### config.mk
export PLATFORM = sky130hd
export DESIGN_NAME = paged_data_read_address_gen
export DESIGN_NICKNAME = d
export VERILOG_FILES = /design/src/hdl/paged_read_pkg.sv /design/src/hdl/read_wait_counter.sv /design/src/hdl/paged_data_read_address_gen.sv
export SDC_FILE = /design/constraint.sdc
export NUM_CORES = 1
export LEC_CHECK = 0
export BUFFER_PORTS_ARGS = -buffer_cell sky130_fd_sc_hd__buf_2
export CAP_MARGIN = 20
export CORE_MARGIN = 10
export CORE_UTILIZATION = 47
export CTS_CLUSTER_SIZE = 14
export DETAILED_ROUTE_END_ITERATION = 10
export PLACE_DENSITY_LB_ADDON = 0.05
export REMOVE_ABC_BUFFERS = 1
export SYNTH_ARGS = -nofsm -noshare
export SYNTH_HDL_FRONTEND = slang
export SYNTH_SLANG_ARGS = --single-unit
### constraint.sdc
create_clock -name mclk -period 2 [get_ports mclk]
set_input_delay 0.2 -clock mclk [delete_from_list [all_inputs] [get_ports mclk]]
set_output_delay 0.2 -clock mclk [all_outputs]
set_load 0.1 [all_outputs]
### src/hdl/paged_read_pkg.sv
package paged_read_pkg;

    // Effective address and page register geometry
    localparam int EA_W            = 16;          // Width of a working-register pointer
    localparam int EXT_WINDOW_BIT  = 15;          // Pointer bit that opens the paged window
    localparam int OFFSET_BITS     = 15;          // Offset bits kept from the pointer
    localparam int PAGE_W          = 10;          // Stored width of the read page register
    localparam int PAGE_SPACE_BIT  = 9;           // Page bit that must be clear for paged data
    localparam int PAGE_BITS       = 9;           // Page bits joined above the offset
    localparam int XADDR_W         = 24;          // Width of the formed read address

    // Value after reset
    localparam logic [PAGE_W-1:0] PAGE_RESET = 10'h000;

    // Read latencies in instruction cycles
    localparam int LAT_W           = 2;           // Width of a latency figure
    localparam logic [LAT_W-1:0] LAT_PLAIN     = 2'h1;  // Ordinary unpaged read
    localparam logic [LAT_W-1:0] LAT_EXT       = 2'h2;  // Paged read, one extra cycle
    localparam logic [LAT_W-1:0] LAT_REP_FIRST = 2'h3;  // Early paged reads inside a repeat loop
    localparam logic [LAT_W-1:0] LAT_REP_NEXT  = 2'h1;  // Later paged reads inside a repeat loop
    localparam logic [1:0]       REP_SLOW_CNT  = 2'h2;  // Number of slow reads in a repeat loop

    // Sequencer states, one-hot
    typedef enum logic [1:0] {
        ST_IDLE = 2'b01,
        ST_WAIT = 2'b10
    } read_state_t;

endpackage

### src/hdl/read_wait_counter.sv
`timescale 1ns/1ps

// Down counter that marks the last wait cycle of a stretched read
module read_wait_counter
    import paged_read_pkg::*;
#(
    parameter int CNT_W = LAT_W
) (
    input  wire logic             mclk,
    input  wire logic             reset,
    input  wire logic             load,        // Start a new wait period
    input  wire logic [CNT_W-1:0] load_value,  // Number of wait cycles to run
    output logic                  expire       // High in the final wait cycle
);

    logic [CNT_W-1:0] count_q;                 // Remaining wait cycles
    logic [CNT_W-1:0] count_d;

    // Refuse a counter too narrow to hold the longest latency
    initial begin
        if (CNT_W < LAT_W) begin
            $error("read_wait_counter: CNT_W too small for the latency figures");
        end
    end

    // Load wins over counting so a back-to-back start is never lost
    always_comb begin
        count_d = count_q;
        if (load) begin
            count_d = load_value;
        end else if (count_q != '0) begin
            count_d = count_q - 1'b1;
        end
    end

    // Register the count
    always_ff @(posedge mclk or posedge reset) begin
        if (reset) begin
            count_q <= '0;
        end else begin
            count_q <= count_d;
        end
    end

    // Last cycle is the one where a single wait remains
    assign expire = (count_q == CNT_W'(1));

endmodule

### src/hdl/paged_data_read_address_gen.sv
`timescale 1ns/1ps

// Functional notes
// Software loads page, then offset pointer first
// Window open only when pointer bit 15 set
// Join page low 9 bits above offset
// Paged read takes one extra cycle
// Repeat loop: two slow reads, then single-cycle
// Window closed: plain read, page ignored
module paged_data_read_address_gen
    import paged_read_pkg::*;
#(
    parameter int EA_WIDTH = EA_W
) (
    input  wire logic                mclk,
    input  wire logic                reset,
    // Page register write from the core's data path
    input  wire logic                page_wr_en,        // One-cycle write strobe
    input  wire logic [PAGE_W-1:0]   page_wr_data,      // New page number
    // Read request from the core
    input  wire logic                rd_req,            // Read request, held until a cycle with rd_ready high takes it
    input  wire logic [EA_WIDTH-1:0] rd_ea,             // Effective address from a working register
    input  wire logic                repeat_active,     // High while a hardware repeat loop runs
    // Results
    output logic                     rd_ready,          // Request may be taken this cycle
    output logic [XADDR_W-1:0]       rd_addr,           // Formed read address
    output logic                     rd_ext,            // Address lies in the paged space
    output logic                     rd_page_fault,     // Window opened with an unsupported page
    output logic                     rd_done,           // One-cycle pulse when the read completes
    output logic [PAGE_W-1:0]        read_page_select_register  // Current page register value
);

    // Refuse a pointer width the address former cannot serve
    initial begin
        if (EA_WIDTH != EA_W) begin
            $error("paged_data_read_address_gen: EA_WIDTH must be 16");
        end
    end

    // The joined address must exactly fill the output; a mismatch would
    // silently drop page bits or leave the top of rd_addr undriven
    initial begin
        if (XADDR_W != PAGE_BITS + OFFSET_BITS) begin
            $error("paged_data_read_address_gen: page and offset bits must fill the address");
        end
        if (PAGE_W <= PAGE_SPACE_BIT) begin
            $error("paged_data_read_address_gen: page register lacks the space bit");
        end
    end

    // Page register
    logic [PAGE_W-1:0]  page_q;
    logic [PAGE_W-1:0]  page_d;

    // Sequencer and result registers
    read_state_t        state_q;
    read_state_t        state_d;
    logic               ready_q;
    logic               ready_d;
    logic [XADDR_W-1:0] addr_q;
    logic [XADDR_W-1:0] addr_d;
    logic               ext_q;
    logic               ext_d;
    logic               fault_q;
    logic               fault_d;
    logic               done_q;
    logic               done_d;
    logic [1:0]         rep_cnt_q;          // Paged reads seen in the current repeat loop
    logic [1:0]         rep_cnt_d;

    // Per-request decode
    logic               take;               // Request accepted this cycle
    logic               window_open;        // Pointer bit selects the paged window
    logic               page_ok;            // Page lies in paged data space
    logic [LAT_W-1:0]   latency;            // Cycles this read occupies
    logic               wait_load;          // Start the wait counter
    logic [LAT_W-1:0]   wait_value;         // Wait cycles beyond the accept cycle
    logic               wait_expire;        // Final wait cycle

    // Forms the extended address from page and pointer
    function automatic logic [XADDR_W-1:0] join_addr(input logic [PAGE_W-1:0]   page,
                                                     input logic [EA_WIDTH-1:0] ea);
        join_addr = {page[PAGE_BITS-1:0], ea[OFFSET_BITS-1:0]};
    endfunction

    // Picks the latency for a read; inside a repeat loop only the first reads are slow
    function automatic logic [LAT_W-1:0] pick_latency(input logic       ext,
                                                      input logic       in_rep,
                                                      input logic [1:0] rep_cnt);
        if (!ext) begin
            pick_latency = LAT_PLAIN;
        end else if (in_rep) begin
            pick_latency = (rep_cnt < REP_SLOW_CNT) ? LAT_REP_FIRST : LAT_REP_NEXT;
        end else begin
            pick_latency = LAT_EXT;
        end
    endfunction

    // The core sets up the page before the pointer read; a write in the
    // same cycle as a request lands after that request has used the page.
    always_comb begin
        page_d = page_q;
        if (page_wr_en) begin
            page_d = page_wr_data;
        end
    end

    // Register the page
    always_ff @(posedge mclk or posedge reset) begin
        if (reset) begin
            page_q <= PAGE_RESET;
        end else begin
            page_q <= page_d;
        end
    end

    // Request decode; a request while ready is low is simply not taken,
    // so the core must hold it until ready returns
    assign take        = rd_req && ready_q;
    assign window_open = rd_ea[EXT_WINDOW_BIT];
    assign page_ok     = !page_q[PAGE_SPACE_BIT];
    assign latency     = pick_latency(window_open && page_ok, repeat_active, rep_cnt_q);
    assign wait_load   = take && (latency != LAT_PLAIN);
    // Cannot underflow where used: the counter loads only for stretched reads
    assign wait_value  = latency - LAT_PLAIN;

    // Stretches paged reads other than the later ones in a repeat loop; plain reads finish without leaving idle
    read_wait_counter #(
        .CNT_W      (LAT_W)
    ) u_wait (
        .mclk       (mclk),
        .reset      (reset),
        .load       (wait_load),
        .load_value (wait_value),
        .expire     (wait_expire)
    );

    // Repeat loop tracking: counts paged reads, saturating once the slow ones are over.
    // Leaving the loop restarts the count so the next loop again pays the slow entry.
    always_comb begin
        rep_cnt_d = rep_cnt_q;
        if (!repeat_active) begin
            rep_cnt_d = 2'h0;
        end else if (take && window_open && page_ok && (rep_cnt_q < REP_SLOW_CNT)) begin
            rep_cnt_d = rep_cnt_q + 2'h1;
        end
    end

    // Register the repeat count
    always_ff @(posedge mclk or posedge reset) begin
        if (reset) begin
            rep_cnt_q <= 2'h0;
        end else begin
            rep_cnt_q <= rep_cnt_d;
        end
    end

    // Sequencer: address formed on accept, done raised after the latency
    // Address and kind are held until the next accepted request
    always_comb begin
        state_d = state_q;
        ready_d = ready_q;
        addr_d  = addr_q;
        ext_d   = ext_q;
        fault_d = 1'b0;
        done_d  = 1'b0;
        unique case (state_q)
            ST_IDLE: begin
                if (take) begin
                    if (window_open && page_ok) begin
                        // Paged data read
                        addr_d = join_addr(page_q, rd_ea);
                        ext_d  = 1'b1;
                    end else begin
                        // Plain read; an unsupported page falls back here and is flagged
                        addr_d  = {{(XADDR_W-EA_WIDTH){1'b0}}, rd_ea};
                        ext_d   = 1'b0;
                        fault_d = window_open;
                    end
                    if (latency == LAT_PLAIN) begin
                        done_d = 1'b1;
                    end else begin
                        // Hold off further requests while the read is stretched
                        state_d = ST_WAIT;
                        ready_d = 1'b0;
                    end
                end
            end
            ST_WAIT: begin
                // Requests are refused for the whole stretch; ready returns with done
                if (wait_expire) begin
                    done_d  = 1'b1;
                    ready_d = 1'b1;
                    state_d = ST_IDLE;
                end
            end
        endcase
    end

    // Register sequencer state and results
    always_ff @(posedge mclk or posedge reset) begin
        if (reset) begin
            state_q <= ST_IDLE;
            ready_q <= 1'b1;
            addr_q  <= '0;
            ext_q   <= 1'b0;
            fault_q <= 1'b0;
            done_q  <= 1'b0;
        end else begin
            state_q <= state_d;
            ready_q <= ready_d;
            addr_q  <= addr_d;
            ext_q   <= ext_d;
            fault_q <= fault_d;
            done_q  <= done_d;
        end
    end

    // Outputs straight from flops
    // so the core never sees decode glitches on the address
    assign rd_ready                  = ready_q;
    assign rd_addr                   = addr_q;
    assign rd_ext                    = ext_q;
    assign rd_page_fault             = fault_q;
    assign rd_done                   = done_q;
    assign read_page_select_register = page_q;

endmodule

After elaboration in Yosys (flattened, before gate mapping):

Cells that the tools add are included.

* bits in registers: 44
* bits of input ports: 31
* output and inout bits: 38
* logic and storage cells: 57

* $add $sub $neg: 3
* order comparisons: 1
* equality and inequality tests: 9
* mux-type cells: 24
* reduce and logical (&&, ||, !) cells: 11

Operator list (number)
* $mux W24: 1
* $mux W2: 10
* $mux W1: 10
* $eq A2 B1 Y1 const B: 3
* $logic_and A1 B1 Y1: 6
* $ne A2 B1 Y1 const B: 3
* $ne A2 B2 Y1 const B: 2
* $pmux W1 S2: 2
* $pmux W2 S2: 1
* $reduce_bool A2 Y1: 2
* $sub A2 B1 Y2 const B: 2
* $reduce_and A3 Y1: 1
* $add A2 B1 Y2 const B: 1
* $eq A2 B2 Y1 const B: 1
* $lt A2 B2 Y1 const B: 1
* $reduce_and A2 Y1: 1
* $logic_not A1 Y1: 1

Logic depth before layout (Yosys ltp):

* word-level depth: 8
* gate-level depth with buffers: 7
* depth with buffers taken out: 6

By module:

A second synthesis with hierarchy kept.

* cells, all modules: 139
* area, all modules: 1742.9 sq um

By module, submodules not included
* paged_data_read_address_gen: times used 1, cells an instance 125, area each 1602.8 sq um, sequential area each 1027.2 sq um
* read_wait_counter: times used 1, cells an instance 14, area each 140.1 sq um, sequential area each 50.0 sq um

Worst setup path after synthesis:

No wires, ideal clock.

* kind: register to register
* start: reg page_q[9], in the netlist read_page_select_register[9]
* end: reg state_q[1]
* setup time: 119 ps
* arrival: 1895 ps
* data required time: 1881 ps
* path slack: -14 ps
* cell stages (with the launch flop): 8
* buffers on the path: 1
* period minus slack after synthesis: 2014 ps
* path through: dfrtp_1 -> nor2b_1 -> buf_2 -> nand2_1 -> ha_1 -> nand3b_1 -> nand2_1 -> o21a_1

* longest elaborated chain between the ends: 6

RTL lines
* from (decl): line paged_data_read_address_gen.sv:52 `logic [PAGE_W-1:0] page_q;`
* from (signal assigned): line paged_data_read_address_gen.sv:113 `page_q <= page_d;`
* $logic_not A1 Y1: line paged_data_read_address_gen.sv:121 `assign page_ok = !page_q[PAGE_SPACE_BIT];`
* $logic_and A1 B1 Y1: line paged_data_read_address_gen.sv:122 `assign latency = pick_latency(window_open && page_ok, repeat_active, rep_cnt_q);`
* $mux W2: line paged_data_read_address_gen.sv:90 `if (!ext) begin`
* $eq A2 B1 Y1: line paged_data_read_address_gen.sv:180 `if (latency == LAT_PLAIN) begin`
* $ne A2 B2 Y1 (no line)
* $reduce_and A3 Y1 (no line)
* to (signal assigned): line paged_data_read_address_gen.sv:210 `state_q <= state_d;`
* to (decl): line paged_data_read_address_gen.sv:56 `read_state_t state_q;`

No other way between the ends.
A chain may end at the register's enable or synchronous reset.

Worst setup path in the final report:

* start: reg page_q[9], in the netlist read_page_select_register[9]
* end: reg state_q[0]

Same word-level chain as after synthesis.

==> metrics.txt <==
yosys warns 0; hpwl dp 3090 µm; Sequential cell area 1080 µm²; Die H 80.5 µm; skew final 0.00569 ns; Routed Wire Length 3880 µm; Yosys top cell by area dfrtp_1; area delta synth->final 28.1%; number of fill cells in the layout 304; Post-DRT Antenna Nets 0; final period utilization 0.864; DR pass1 iterations 4; Critical Path RT 2.21 ns; DRC errors left 0; Slew Limit Headroom 0.653; gr ovfl total 0; worst reg2reg path startpoint read_page_select_register[9]; setup_tns 0 ns; Synth Instances 135; WHS Path Cells 2; via count 1227; Hold WC Path Type in -> reg; most common flop cell mapped by yosys dfrtp_1; met1 usage 0.135; EDFF count, synth 0; # diodes 0; Util after Layout 0.641; Least-Margin Pin Slew 0.517 ns; endpoint class of the critical path register; initial antenna violation count 0; share of the synthesized area in the top cell type 0.610; DR iter-0 viols 80; R2R cell count 6; unique cell type count in the Yosys netlist 24; CP arrival 1.94 ns; Final Net Count 243; placed cell count 247; starting density of the core 0.501; Clk Tree Root Cell clkbuf_8; hold path startpoint rd_ea[10]; max-cap viol count 0; GR peak layer met2; Setup crit start read_page_select_register[9]; area of the multi-input gates 607 µm²; final hold viol count 0; placer's final routability congestion estimate 0.712; Via-to-Cell Ratio 4.79; outcome completed; share of cells above drive strength 1 0.500; minimum clock period 1.73 ns; largest net degree at the start of global routing 30; Post-Syn Area per Cell 12.8 µm²; DIE WIDTH 80.5 µm; Pins Over Slew Limit 0; dominant cells by area after synthesis dfrtp_1 61%, mux2_2 17%, nand2_1 5.4%; die area 6490 µm²; Clk Latency, worst-skew pair 0.29 ns; Post-Syn Area 1720 µm²; Crit Path Max Fanout 6; Post-synth top cells 42 x dfrtp_1, 26 x mux2_2, 25 x nand2_1, 13 x o21ai_0; IO Pins 69; CP Class reg -> reg; Post-synth ARST share 1.00; total track usage 0.122; Final setup viols 0; Hold Slack 0.139 ns; htree depth 2; Num CTS Buffers 5; #FFs+latches synth 43; final cell count without fillers 256; sequential fraction of the synthesis area 0.625; Port Buffer Count 68; Clk pin slew, worst setup/hold paths 0.08 ns; vias in the first global route 1294; maximum buffer depth of the clock tree 2; WL per Instance 15.1 µm; CTS tree yes; met3 GRT Util 0.0646; crit start category register; RSZ-0062 raised after global routing no; first-pass GRT wire length 6240 µm; Clock Sinks 43; site row count 21; GRT met2 Usage 0.197; Fmax achieved 578 MHz; core area 3440 µm²; count leader, synth dfrtp_1
## state kept, by name, indices dropped and copies added (netlist names)
name and flops:
rd_addr 24, read_page_select_register 10, rep_cnt_q 2, state_q 2, u_wait.count_q 2, rd_done 1
rd_ext 1, rd_page_fault 1
## cells by family (layout without fill, tap and decap cells)
family / after synthesis / count (layout) / synth area share
simple gates: 36 / 36 / 0.0966
flops: 43 / 43 / 0.625
xor+xnor: 1 / 1 / 0.00508
fa+ha+maj: 3 / 3 / 0.0218
compound gates: 18 / 18 / 0.0588
mux: 26 / 26 / 0.170
buf+inv: 8 / 83 / 0.0225
## layer usage
metal | part of all wire | vias to the layer above
met3 | 0.11 | 5
met2 | 0.49 | 43
met1 | 0.39 | 578
met5 | 0 | -
met4 | 0.010 | 0
li1 | - | 601
## stage by stage
step | setup slack [ns] | area (µm²)
floorplan | -0.169 | 1700
global placement | 0.284 | 2120
detailed placement | 0.209 | 2120
CTS | 0.194 | 2210
global route | 0.0452 | 2210
finish | 0.271 | 2210
## repair_timing
action,in CTS,in global routing
hold buffers,1,0
gates resized for setup,0,0
hold endpoints to repair,13,0
buffers inserted,0,0
## critical path, stage by stage (launching register included)
cell,delay [ns]
dfrtp_1,0.42
nor2b_1,0.40
nand2b_1,0.13
ha_1,0.23
nand3b_1,0.24
nand2_1,0.13
o21ai_0,0.10
## worst paths after layout
path / slack (ns) / endpoint
min in group asynchronous: 0.42 / rd_addr[9]
hold reg to reg: 0.48 / rd_addr[17]
max in group asynchronous: 0.90 / rd_addr[19]
setup / recovery: 0.27 / state_q[0]
setup reg to reg: 0.27 / state_q[0]
hold / removal: 0.14 / rd_addr[10]
## placed cells by master (no fill, tap or decap), drive strengths merged
cell         synthesis  layout
a21boi               1       1
clkinv               0       2
mux2                26      26
a21oi                1       1
clkbuf               3       7
nor2                 2       2
nand3b               3       3
xnor2                1       1
ha                   3       3
nand2               25      25
or2b                 1       1
o21ai               13      13
inv                  3       2
nor2b                2       2
o31ai                1       1
or4                  1       1
a41oi                1       1
dlygate4sd3          0       1
buf                  2      71
dfrtp               42      42
o21a                 1       1
nand3                1       1
dfstp                1       1
nand2b               1       1
## final cells by class
| class | count | share of cell area |
|---|---|---|
| well taps | 46 | 0.0261 |
| repair buffers | 72 | 0.169 |
| inverters | 3 | 0.00510 |
| multi-input cells | 84 | 0.275 |
| clock buffers | 7 | 0.0346 |
| clock inverters | 1 | 0.00227 |
| flip-flops and latches | 43 | 0.488 |
Power is left out: the tool's default activity adds up to more than one toggle a clock period on the data nets, which glitch-free logic cannot reach.
